$ cat config.mk
export PLATFORM = sky130hd
export DESIGN_NAME = lftmc_top
export DESIGN_NICKNAME = d
export VERILOG_FILES = /design/src/common/lftmc_pkg.sv /design/src/design/lftmc_top.sv
export SDC_FILE = /design/constraint.sdc
export NUM_CORES = 2
export LEC_CHECK = 0
export BUFFER_PORTS_ARGS = -buffer_cell sky130_fd_sc_hd__clkbuf_2
export CELL_PAD_IN_SITES_DETAIL_PLACEMENT = 0
export CELL_PAD_IN_SITES_GLOBAL_PLACEMENT = 1
export CORE_MARGIN = 2
export CORE_UTILIZATION = 38
export DETAILED_ROUTE_END_ITERATION = 12
export GPL_TIMING_DRIVEN = 0
export PLACE_DENSITY = 0.58
export SETUP_SLACK_MARGIN = 0.1
export SYNTH_ARGS = -nofsm -noshare
export SYNTH_HDL_FRONTEND = slang
export SYNTH_SLANG_ARGS = --single-unit
$ cat constraint.sdc
create_clock -name mclk -period 4.35 [get_ports mclk]
set_input_delay 0 -clock mclk [delete_from_list [all_inputs] [get_ports mclk]]
set_output_delay 0 -clock mclk [all_outputs]
set_load 0.01 [all_outputs]
$ cat src/common/lftmc_pkg.sv
// Shared constants, field layouts and carrier types of the tag memory controller.
package lftmc_pkg;

  // Memory organisation: eleven physical blocks of 32 data bits and one lock bit.
  localparam int BLK_W     = 33;
  localparam int DATA_W    = 32;
  localparam int NBLK      = 11;
  localparam int LOCK_BIT  = 0;
  localparam int P0_BLKS   = 8;
  localparam int P1_BLKS   = 4;

  // Physical indices; page 1 block b (1 to 3) sits at index P1_BASE + b, and address 0 maps to CFG_IDX.
  localparam logic [3:0] CFG_IDX    = 4'h0;
  localparam logic [3:0] P1_BASE    = 4'h7;
  localparam logic [3:0] TRACE1_IDX = 4'h8;
  localparam logic [3:0] TRACE2_IDX = 4'h9;
  localparam logic [3:0] OPT_IDX    = 4'ha;
  localparam logic [3:0] FIRST_IDX  = 4'h1;

  // Configuration fields inside block 0 (bit positions of the 33-bit block).
  localparam int CFG_RATE_LSB = 1;
  localparam int CFG_RATE_W   = 6;
  localparam int CFG_MOD_LSB  = 7;
  localparam int CFG_MAXB_LSB = 10;
  localparam int CFG_EXT_BIT  = 13;

  // Downlink framing, all in field clock periods.
  localparam logic [7:0] ZERO_MIN_FC = 8'h10;
  localparam logic [7:0] ZERO_MAX_FC = 8'h20;
  localparam logic [7:0] ONE_MIN_FC  = 8'h28;
  localparam logic [7:0] ONE_MAX_FC  = 8'h40;
  localparam logic [7:0] END_FC      = 8'h50;
  localparam logic [7:0] GAP_MAX_FC  = 8'h40;

  // Command layout: two opcode bits, then lock, 32 data bits, 3 address bits.
  localparam logic [5:0] SHORT_LEN = 6'h02;
  localparam logic [5:0] CMD_LEN   = 6'h26;
  localparam logic [1:0] OP_RESET  = 2'h0;
  localparam logic [1:0] OP_PAGE0  = 2'h2;
  localparam logic [1:0] OP_PAGE1  = 2'h3;

  // Subcarrier half periods for frequency shift keying.
  localparam logic [2:0] FSK_ONE_HP  = 3'h3;
  localparam logic [2:0] FSK_ZERO_HP = 3'h4;

  typedef enum logic [2:0] {MOD_NRZ, MOD_MANCH, MOD_BIPH, MOD_FSK, MOD_PSK} lftmc_mod_e;
  typedef enum logic [1:0] {ST_LOAD, ST_READ, ST_PROG} lftmc_state_e;

  typedef struct packed {
    logic reading;
    logic trace_read;
    logic programming;
    logic downlink_busy;
    logic cmd_error;
  } lftmc_stat_s;

  // Fixed basic-mode divisors, selected by the low three rate bits.
  function automatic logic [7:0] lftmc_basic_div(input logic [2:0] sel);
    case (sel)
      3'h0:    lftmc_basic_div = 8'h08;
      3'h1:    lftmc_basic_div = 8'h10;
      3'h2:    lftmc_basic_div = 8'h20;
      3'h3:    lftmc_basic_div = 8'h28;
      3'h4:    lftmc_basic_div = 8'h32;
      3'h5:    lftmc_basic_div = 8'h40;
      3'h6:    lftmc_basic_div = 8'h64;
      default: lftmc_basic_div = 8'h80;
    endcase
  endfunction : lftmc_basic_div

endpackage : lftmc_pkg

$ cat src/design/lftmc_top.sv
// Tag memory controller: downlink decoder, block memory, mode shadow and uplink modulator.
// Notes on behaviour
// - Extended mode bit period is any even divisor of the field clock, 2 to 128.
// - Basic mode offers only divisors 8, 16, 32, 40, 50, 64, 100, 128.
// - Field gaps are detected and gap intervals checked before a command is used.
// - Mode register is loaded from block 0 after reset and while reading.
// - Option register is loaded from page 1 block 3 after reset and while reading.
// - Mode register refreshes during reading, reloads on reset or reset command, readable.
// - Decoder flags protocol errors; controller guards every memory access.
// - Uplink data is encoded as Manchester, bi-phase, FSK, PSK or NRZ.
// - Memory holds eleven blocks of 33 bits, each with one lock bit.
// - One write command programs all 33 bits of a block together.
// - Page 0 addresses eight blocks, page 1 addresses four.
// - Configuration block is never sent in regular reading.
// - Address 0 always selects page 0 block 0 whatever the page.
// - Page 0 block 7 holds user data or a password.
// - Option block, page 1 block 3, is never sent in regular reading.
// - Bit 0 of each block is its lock bit.
// - A locked block, lock bit included, cannot be reprogrammed over the field.
// - Opcode 11 makes the device send page 1 blocks 1 and 2 with configured modulation.
// - Logic is held in reset until the supply is good.
// - All logic runs on the clock extracted from the field.
// - Uplink switches a load across the coil following the encoded stream.
`timescale 1ns/1ps
`default_nettype none

module lftmc_fifo #(
  parameter int WIDTH = 32,
  parameter int DEPTH = 16
) (
  // Clock and reset.
  input  wire logic             mclk,
  input  wire logic             resetn,
  input  wire logic             flush,
  // Filling side.
  input  wire logic             in_valid,
  output logic                  in_ready,
  input  wire logic [WIDTH-1:0] in_data,
  // Draining side.
  output logic                  out_valid,
  input  wire logic             out_ready,
  output logic [WIDTH-1:0]      out_data
);
  localparam int AW = $clog2(DEPTH);

  if (DEPTH < 2 || (1 << AW) != DEPTH) begin : g_bad_depth
    $error("lftmc_fifo depth must be a power of two of at least 2");
  end

  typedef struct packed {
    logic [DEPTH-1:0][WIDTH-1:0] mem;
    logic [AW-1:0]               wr;
    logic [AW-1:0]               rd;
    logic [AW:0]                 cnt;
  } lftmc_fifo_s;

  lftmc_fifo_s s_q, s_d;
  logic        push, pop;

  assign in_ready  = (s_q.cnt != DEPTH[AW:0]);
  assign out_valid = (s_q.cnt != '0);
  assign out_data  = s_q.mem[s_q.rd];
  assign push      = in_valid && in_ready;
  assign pop       = out_valid && out_ready;

  always_comb begin
    s_d = s_q;
    if (flush) begin
      s_d.wr  = '0;
      s_d.rd  = '0;
      s_d.cnt = '0;
    end else begin
      if (push) begin
        s_d.mem[s_q.wr] = in_data;
        s_d.wr          = s_q.wr + 1'b1;
      end
      if (pop) begin
        s_d.rd = s_q.rd + 1'b1;
      end
      s_d.cnt = s_q.cnt + {{AW{1'b0}}, push} - {{AW{1'b0}}, pop};
    end
  end

  always_ff @(posedge mclk or negedge resetn) begin
    if (!resetn) begin
      s_q <= '0;
    end else begin
      s_q <= s_d;
    end
  end
endmodule : lftmc_fifo

module lftmc_top
  import lftmc_pkg::*;
#(
  parameter logic [NBLK-1:0][BLK_W-1:0] MEM_INIT = '0,
  parameter int                         PROG_FC  = 256
) (
  // Field clock and power-on reset.
  input  wire logic                      mclk,
  input  wire logic                      resetn,
  // Analog front end.
  input  wire logic                      gap_det,
  output logic                           load_on,
  // Shadow registers and status.
  output logic [lftmc_pkg::BLK_W-1:0]    mode_reg,
  output logic [lftmc_pkg::BLK_W-1:0]    option_reg,
  output lftmc_pkg::lftmc_stat_s         status
);
  import lftmc_pkg::*;

  if (PROG_FC < 1 || PROG_FC > 65535) begin : g_bad_prog
    $error("lftmc_top PROG_FC must lie in 1..65535");
  end
  localparam logic [15:0] PROG_LAST = 16'(PROG_FC - 1);

  typedef struct packed {
    logic [NBLK-1:0][BLK_W-1:0] mem;
    logic [BLK_W-1:0]           mode;
    logic [BLK_W-1:0]           opt;
    lftmc_state_e               st;
    logic                       gap_prev;
    logic                       in_frame;
    logic                       viol;
    logic [7:0]                 on_cnt;
    logic [7:0]                 gap_cnt;
    logic [5:0]                 nbits;
    logic [CMD_LEN-1:0]         sh;
    logic [3:0]                 wr_idx;
    logic [BLK_W-1:0]           wr_data;
    logic [15:0]                pcnt;
    logic                       trace;
    logic [3:0]                 fill_idx;
    logic [6:0]                 rcnt;
    logic                       half;
    logic [DATA_W-1:0]          tx;
    logic [5:0]                 tx_left;
    logic                       tx_bit;
    logic                       tx_act;
    logic                       lvl;
    logic                       car;
    logic [2:0]                 sub;
    logic                       err;
    logic                       flush;
  } lftmc_top_s;

  lftmc_top_s       s_q, s_d;
  logic             f_in_valid, f_in_ready, f_out_valid, f_out_ready;
  logic [DATA_W-1:0] f_out_data;
  logic [7:0]       div;
  logic [6:0]       half_div;
  logic             half_en, bit_start;
  logic [2:0]       maxb;
  lftmc_mod_e       modsel;

  // Bit period from the shadowed configuration.
  always_comb begin
    if (s_q.mode[CFG_EXT_BIT]) begin
      div = {1'b0, s_q.mode[CFG_RATE_LSB +: CFG_RATE_W], 1'b0} + 8'h02;
    end else begin
      div = lftmc_basic_div(s_q.mode[CFG_RATE_LSB +: 3]);
    end
  end
  assign half_div  = div[7:1];
  assign half_en   = (s_q.rcnt == half_div - 7'h01);
  assign bit_start = half_en && s_q.half;
  assign maxb      = s_q.mode[CFG_MAXB_LSB +: 3];
  assign modsel    = lftmc_mod_e'(s_q.mode[CFG_MOD_LSB +: 3]);

  // Regular reading pushes data words; back-pressure holds the block index.
  assign f_in_valid  = (s_q.st == ST_READ) && !s_q.in_frame && !s_q.flush
                       && (s_q.trace || maxb != 3'h0);
  assign f_out_ready = (s_q.st == ST_READ) && bit_start && (s_q.tx_left == 6'h00);

  lftmc_fifo #(
    .WIDTH (DATA_W),
    .DEPTH (16)
  ) u_fifo (
    .mclk      (mclk),
    .resetn    (resetn),
    .flush     (s_q.flush),
    .in_valid  (f_in_valid),
    .in_ready  (f_in_ready),
    .in_data   (s_q.mem[s_q.fill_idx][BLK_W-1:1]),
    .out_valid (f_out_valid),
    .out_ready (f_out_ready),
    .out_data  (f_out_data)
  );

  always_comb begin
    logic [1:0] op;
    logic [2:0] addr;
    logic [3:0] idx;
    logic       bad_addr;
    logic       rx_bit;
    logic       rx_ok;
    op       = '0;
    addr     = '0;
    idx      = '0;
    bad_addr = 1'b0;
    rx_bit   = 1'b0;
    rx_ok    = 1'b0;
    s_d      = s_q;
    s_d.err   = 1'b0;
    s_d.flush = 1'b0;
    s_d.gap_prev = gap_det;

    // Downlink: intervals between field gaps carry the bits.
    if (s_q.st != ST_PROG) begin
      if (gap_det) begin
        s_d.on_cnt = '0;
        if (s_q.gap_cnt != 8'hff) begin
          s_d.gap_cnt = s_q.gap_cnt + 8'h01;
        end
        if (s_q.in_frame && s_q.gap_cnt > GAP_MAX_FC) begin
          s_d.viol = 1'b1;
        end
        if (!s_q.gap_prev) begin
          if (!s_q.in_frame) begin
            s_d.in_frame = 1'b1;
            s_d.nbits    = '0;
            s_d.viol     = 1'b0;
            s_d.sh       = '0;
          end else begin
            if (s_q.on_cnt >= ZERO_MIN_FC && s_q.on_cnt <= ZERO_MAX_FC) begin
              rx_ok = 1'b1;
            end else if (s_q.on_cnt >= ONE_MIN_FC && s_q.on_cnt <= ONE_MAX_FC) begin
              rx_ok  = 1'b1;
              rx_bit = 1'b1;
            end
            if (!rx_ok || s_q.nbits == CMD_LEN) begin
              s_d.viol = 1'b1;
            end else begin
              s_d.sh    = {s_q.sh[CMD_LEN-2:0], rx_bit};
              s_d.nbits = s_q.nbits + 6'h01;
            end
          end
        end
      end else begin
        s_d.gap_cnt = '0;
        if (s_q.on_cnt != 8'hff) begin
          s_d.on_cnt = s_q.on_cnt + 8'h01;
        end
        if (s_q.in_frame && s_q.on_cnt == END_FC) begin
          s_d.in_frame = 1'b0;
          s_d.flush    = 1'b1;
          s_d.tx_left  = '0;
          if (s_q.viol) begin
            s_d.err = 1'b1;
          end else if (s_q.nbits == SHORT_LEN) begin
            case (s_q.sh[1:0])
              OP_RESET: s_d.st    = ST_LOAD;
              OP_PAGE0: s_d.trace = 1'b0;
              OP_PAGE1: s_d.trace = 1'b1;
              default:  s_d.err   = 1'b1;
            endcase
            s_d.fill_idx = s_d.trace ? TRACE1_IDX : FIRST_IDX;
          end else if (s_q.nbits == CMD_LEN && s_q.sh[CMD_LEN-1]) begin
            op   = s_q.sh[CMD_LEN-1 -: 2];
            addr = s_q.sh[2:0];
            if (addr == 3'h0) begin
              idx = CFG_IDX;
            end else if (op == OP_PAGE1) begin
              bad_addr = (addr >= 3'(P1_BLKS));
              idx      = P1_BASE + {1'b0, addr};
            end else begin
              idx = {1'b0, addr};
            end
            if (bad_addr || s_q.mem[idx][LOCK_BIT]) begin
              s_d.err = 1'b1;
            end else begin
              s_d.st      = ST_PROG;
              s_d.wr_idx  = idx;
              s_d.wr_data = {s_q.sh[BLK_W+1:3], s_q.sh[BLK_W+2]};
              s_d.pcnt    = '0;
            end
          end else begin
            s_d.err = 1'b1;
          end
        end
      end
    end

    case (s_q.st)
      ST_LOAD: begin
        s_d.mode     = s_q.mem[CFG_IDX];
        s_d.opt      = s_q.mem[OPT_IDX];
        s_d.fill_idx = s_q.trace ? TRACE1_IDX : FIRST_IDX;
        s_d.flush    = 1'b1;
        s_d.tx_left  = '0;
        s_d.st       = ST_READ;
      end
      ST_READ: begin
        s_d.mode = s_q.mem[CFG_IDX];
        s_d.opt  = s_q.mem[OPT_IDX];
        if (f_in_valid && f_in_ready) begin
          if (s_q.trace) begin
            s_d.fill_idx = (s_q.fill_idx == TRACE1_IDX) ? TRACE2_IDX : TRACE1_IDX;
          end else if (s_q.fill_idx >= {1'b0, maxb}) begin
            s_d.fill_idx = FIRST_IDX;
          end else begin
            s_d.fill_idx = s_q.fill_idx + 4'h1;
          end
        end
      end
      ST_PROG: begin
        s_d.tx_act = 1'b0;
        s_d.pcnt   = s_q.pcnt + 16'h0001;
        if (s_q.pcnt == PROG_LAST) begin
          s_d.mem[s_q.wr_idx] = s_q.wr_data;
          s_d.st              = ST_LOAD;
        end
      end
      default: s_d.st = ST_LOAD;
    endcase

    // Data-rate generator: one enable per half bit.
    if (half_en) begin
      s_d.rcnt = '0;
      s_d.half = !s_q.half;
    end else begin
      s_d.rcnt = s_q.rcnt + 7'h01;
    end

    // Serializer, most significant data bit first.
    if (s_q.st == ST_READ && bit_start) begin
      if (s_q.tx_left != 6'h00) begin
        s_d.tx_bit  = s_q.tx[DATA_W-1];
        s_d.tx      = {s_q.tx[DATA_W-2:0], 1'b0};
        s_d.tx_left = s_q.tx_left - 6'h01;
        s_d.tx_act  = 1'b1;
      end else if (f_out_valid) begin
        s_d.tx_bit  = f_out_data[DATA_W-1];
        s_d.tx      = {f_out_data[DATA_W-2:0], 1'b0};
        s_d.tx_left = 6'(DATA_W - 1);
        s_d.tx_act  = 1'b1;
      end else begin
        s_d.tx_act = 1'b0;
      end
    end
    if (s_q.in_frame || s_q.flush) begin
      s_d.tx_act = 1'b0;
    end

    // Encoder state: bi-phase level, PSK phase and FSK subcarrier.
    case (modsel)
      MOD_BIPH: begin
        if (bit_start || (half_en && !s_q.half && !s_q.tx_bit)) begin
          s_d.lvl = !s_q.lvl;
        end
      end
      MOD_PSK: begin
        s_d.car = !s_q.car;
        if (bit_start && s_d.tx_bit != s_q.tx_bit) begin
          s_d.lvl = !s_q.lvl;
        end
      end
      MOD_FSK: begin
        if (s_q.sub >= (s_q.tx_bit ? FSK_ONE_HP : FSK_ZERO_HP) - 3'h1) begin
          s_d.sub = '0;
          s_d.car = !s_q.car;
        end else begin
          s_d.sub = s_q.sub + 3'h1;
        end
      end
      default: s_d.lvl = s_q.lvl;
    endcase
  end

  // Load modulation level from the encoded stream.
  always_comb begin
    logic enc;
    enc = 1'b0;
    case (modsel)
      MOD_NRZ:   enc = s_q.tx_bit;
      MOD_MANCH: enc = s_q.tx_bit ^ s_q.half;
      MOD_BIPH:  enc = s_q.lvl;
      MOD_FSK:   enc = s_q.car;
      MOD_PSK:   enc = s_q.car ^ s_q.lvl;
      default:   enc = s_q.tx_bit;
    endcase
    load_on = s_q.tx_act && enc;
  end

  // Field clock drives everything; the power-on detector holds resetn low.
  always_ff @(posedge mclk or negedge resetn) begin
    if (!resetn) begin
      s_q     <= '0;
      s_q.mem <= MEM_INIT;
      s_q.st  <= ST_LOAD;
    end else begin
      s_q <= s_d;
    end
  end

  assign mode_reg             = s_q.mode;
  assign option_reg           = s_q.opt;
  assign status.reading       = (s_q.st == ST_READ) && s_q.tx_act;
  assign status.trace_read    = s_q.trace;
  assign status.programming   = (s_q.st == ST_PROG);
  assign status.downlink_busy = s_q.in_frame;
  assign status.cmd_error     = s_q.err;
endmodule : lftmc_top

`default_nettype wire

; ---- Word level (Yosys, flattened, before mapping)
; Index checks and enable logic that the tools add are counted.
[op_classes]
addsub = 16
n_lt_le_gt_ge = 15
n_eq_ne = 36
n_mux = 111
bitwise_logic = 8
n_reduce_logical = 66
[ops]
columns = operator, n
row1 = bitwise mux 512 bit, 1
row2 = bitwise mux 363 bit, 1
row3 = binary-select mux 33 bit (select 4 bit), 2
row4 = demux 33 bit (select 4 bit), 1
row5 = binary-select mux 32 bit (select 4 bit), 1
row6 = demux 32 bit (select 4 bit), 1
row7 = two-way mux 44 bit, 2
row8 = two-way mux 21 bit, 4
row9 = two-way mux 16 bit, 5
row10 = two-way mux 33 bit, 2
row11 = two-way mux 32 bit, 2
row12 = two-way mux 4 bit, 15
row13 = one-hot mux 8 bit (7 select lines), 1
row14 = two-way mux 40 bit, 1
row15 = two-way mux 1 bit, 39
row16 = two-way mux 39 bit, 1
row17 = two-way mux 8 bit, 4
row18 = two-way mux 2 bit, 13
row19 = "< comparator 4 x 5 -> 1 bit, second input constant", 5
row20 = two-way mux 6 bit, 4
row21 = logical AND 1 bit, 20
row22 = nonzero test 2 bit, 10
row23 = "inequality test 2 bit, second input constant", 9
row24 = "adder 16 x 1 -> 16 bit, second input constant", 1
row25 = other kinds (61), 107
[word_totals]
regBits = 1132
input_bits = 3
out_inout_bits = 72

; ---- Logic depth before layout (Yosys ltp)
[depth]
word_depth = 21
mapped_depth = 19

; ---- By module
; A second synthesis with hierarchy kept.
[hier_totals]
hier_cells = 3822
area_unflattened_um2 = 53209.8
[by_module_without_submodules]
columns = mod, n_inst, cells_per_inst, area_per_inst_um2, seq_area_each_um2
row1 = lftmc_top, 1, 2205, 28491.1, 15164.5
row2 = lftmc_fifo, 1, 1617, 24718.7, 13137.6

; ---- Worst setup path before layout
; No wires, ideal clock.
[synth_timing]
kind = register to register
startpoint = register s_q, in the netlist mode_reg[1]
endpoint = register u_fifo.s_q[4] (netlist name)
setup_time_ns = 0.078
arrival_ns = 3.779
setup_slack_ns = 0.493
path_stages_with_launch = 17
n_path_buf = 0
period_less_slack_ns = 3.857
path_cell_list = dfrtp_1 > inv_1 > ha_1 > or4_4 > o22ai_2 > a32o_2 > a2111oi_4 > a31o_4 > o2111a_1 > ha_1 > inv_1 > ha_1 > fa_1 > a21oi_1 > nor2_1 > or3_1 > a21oi_1
[synth_lines]
columns = element, line_no
row1 = from (decl), lftmc_top.sv:147  ; lftmc_top_s s_q, s_d;
row2 = to (signal assigned), lftmc_top.sv:86  ; s_q <= '0;
row3 = to (signal assigned), lftmc_top.sv:88  ; s_q <= s_d;
row4 = to (decl), lftmc_top.sv:57  ; lftmc_fifo_s s_q, s_d;

; ---- Final worst setup path
[layout_timing]
startpoint = register u_fifo.s_q[5] (netlist name)
endpoint = register s_q[17] (netlist name)
[layout_between]
elab_chain_len = 4
[layout_lines]
columns = element, line_no
row1 = binary-select mux 32 bit (select 4 bit), lftmc_top.sv:62  ; assign out_data = s_q.mem[s_q.rd];
row2 = two-way mux 32 bit (not written as such), lftmc_top.sv:62
row3 = two-way mux 39 bit, lftmc_top.sv:332  ; end else if (f_out_valid) begin
row4 = two-way mux 40 bit, lftmc_top.sv:327  ; if (s_q.tx_left != 6'h00) begin
; Every way passes these cells. The select of a mux whose other input is x is not followed.
; A chain may end at the register's enable or synchronous reset.

==> qor.yml <==
run_status:
  status: "completed"
finish:
  nFillCells: 12705
  max_flop_register: "s_q"
  utilization_pct: 43.86
  final_area_um2: 58540
  top_regs: "s_q: 537 flops, u_fifo.s_q: 525 flops"
  final_cell_mix: "dfrtp_1, nor2_1, a21oi_1"
  final_net_count: 4497
  syn2layout_area_growth_pct: 14.55
  layout_commonest_cell: "dfrtp_1"
  largest_reg_flops: 537
  final_cell_count_no_fill: 6331
  drive_gt1_share_pct: 24.87
  n_antenna_cell: 0
worst_hold_path:
  hp-class: "input pin to register"
cts:
  root_buffer: "clkbuf_16"
  insertion_delay_ns: 0.76
  clock-sinks: 1131
  numCtsBuffers: 134
  max-clock-path-buffers: 3
  cts_max_level: 4
  cts.clk_slew.worst_paths_ns: 0.06
  cts_tree: "yes"
synth:
  avgSynthCellArea_um2: 12.10
  async_reset_ff_share_pct: 100.0
  synth-seq-area-share_pct: 55.38
  netlist.area_leader.share_pct: 55.38
  synth.largest_area_cell: "dfrtp_1"
  syn_area_um2: 51100
  synth-edff-count: 0
  yosys_warnings: 0
  ys_types: 80
  syn_nets: 4265
  netlist_top_cells_area: "dfrtp_1, mux4_2, mux2_2, a21oi_1, nor2_1"
  syn_inst: 4224
  ys_ff_latch: 1131
  synth-main-ff-cell: "dfrtp_1"
global_routing:
  first_global_vias: 34915
  antenna_found_initial: 2
  grt-busiest-layer: "met2"
  overflow: 0
  grt_pass1_wl_um: 229900
  use_met2_pct: 35.69
  track_usage_pct: 22.20
  grt_max_degree: 110
  grtUsageMet3_pct: 2.933
  met1_usage_pct: 31.16
timing:
  slew_viol_final: 0
  max_freq_mhz: 248.8
  rsz0062_at_grt: "no"
  fin_crit_ns: 4.019
  finalSetupTns_ns: 0
  holdWs_ns: 0.3102
  finalSetupViolCount: 0
  fin_crit_sh_pct: 92.38
  relSlewSlack_pct: 11.04
  fin_skew_ns: 0.02759
  hold_viol_final: 0
  layout_setup_ws_ns: 0.3313
  tightest_slew_ns: 1.322
placed_design:
  gp_congestion: 0.8184
  dpl_worst_slack_ns: -0.4438
  hpwl_um: 107200
  placedCellCount: 6079
  placed_area_um2: 54050
  port_buffers: 74
drt:
  vias: 33831
  drt_first_pass_iters: 5
  ant_nets: 0
  drt_iter0_drc: 2423
  drc: 0
  routed_wirelength_um: 149800
  wl_per_cell_um: 23.66
  routed_via_density: 5.344
die:
  dieHeight_um: 370.7
  die_x_um: 370.7
  dieArea_um2: 137400
  ios: 75
  core-area_um2: 133500
  initial_core_util_pct: 38.29
  row_count: 134
setup_path:
  crit_type: "register to register"
  worstPathRequired_ns: 4.96
  worst_ep_arrival_time_ns: 4.63
  cp_slowest_stage_delay_ns: 0.91
  crit_family: "buffers and inverters"
  cpMostUsedCell: "mux4_2"
  end_kind: "register"
  critical-path-slowest-cell: "buf_1"
  critPathMaxFanout: 10
  crit_buf_inv: 3
  path_cells: "clkbuf_1, clkbuf_2, buf_1, mux4_2, mux4_2, or3_1, o21ai_0, a2bb2oi_1"
  cp-start-kind: "register"
power_and_ir_drop:
  p_leak_nw: 27.50
  power_density_nw_per_um2: 375.8
  ir_drop_mv: 0.2758
  totalPowerFinal_mw: 22.00
run:
  max-cap-violations: 0
[worst paths after layout]
kind | slack (ns) | from | end | cells past startpoint
min in group asynchronous | 0.51 | resetn | u_fifo.s_q[169]$_DFFE_PN0P_ | 4
max in group asynchronous | 2.31 | resetn | s_q[330]$_DFFE_PN0P_ | 6
setup reg to reg | 0.33 | u_fifo.s_q[5]$_DFFE_PN0P_ | s_q[17]$_DFFE_PN0P_ | 8
hold reg to reg | 0.48 | s_q[4]$_DFFE_PN0N_ | s_q[4]$_DFFE_PN0N_ | 2
hold / removal | 0.31 | gap_det | s_q[157]$_DFFE_PN0P_ | 4
setup / recovery | 0.33 | u_fifo.s_q[5]$_DFFE_PN0P_ | s_q[17]$_DFFE_PN0P_ | 8
[worst min-delay path, cell delays in order]
cell and delay (ns):
dlygate4sd3_1 0.53, clkbuf_2 0.15, nand2_1 0.22, o31ai_1 0.11
[layout make-up]
type	instances	area (µm²)	area share (%)
clock inverters	37	304.0	0.5194
repair buffers	96	798.3	1.364
flip-flops and latches	1131	28300	48.35
plain buffers	403	1888	3.225
clock buffers	206	4020	6.867
multi-input cells	2646	20850	35.61
well taps	1768	2212	3.779
inverters	44	165.2	0.2821
[where the power goes]
part	total (mW)	switching (mW)	internal, mW
clock	11.1	4.57	6.50
combinational	0.359	0.276	0.0829
sequential	10.6	0.0243	10.5
total	22.0	4.87	17.1
[routing by layer]
layer	vias to the layer above	share of wire [%]
met1	17592	46
met3	204	3.3
li1	15429	-
met5	-	0
met2	606	47
met4	0	2.9
[timing repair]
item	4_1_cts	5_1_grt
hold buffers	4	0
resized for setup	25	9
pin swaps	1	1
setup endpoints to repair	534	14
hold endpoints to repair	673	0
setup buffers	1	4
gates cloned	0	0
[Yosys cell counts (all sizes together), types with 15 or more instances]
cell type	count
mux2	465
nor3	19
nand2	162
o22a	34
and3	16
o21ai	88
xnor2	20
ha	37
a21oi	574
mux4	222
xor2	15
or3	39
nand3	63
mux2i	70
dfrtp	1131
buf	162
a2bb2oi	31
nor2	630
inv	44
clkbuf	241
[logic make-up (layout without fill, tap and decap cells)]
family                   after synthesis  after routing  share of synthesized area (%)
flip-flops                          1131           1131                          55.38
AND/OR/NAND/NOR                     1005           1005                          8.361
AO/OA/AOI/OAI                        810            810                          9.062
multiplexers                         757            757                          21.64
buffers and inverters                447            786                          3.966
adder cells (fa/ha/maj)               38             38                         0.9451
XOR/XNOR                              36             36                         0.6464
Power figures use the tool's default switching activity.
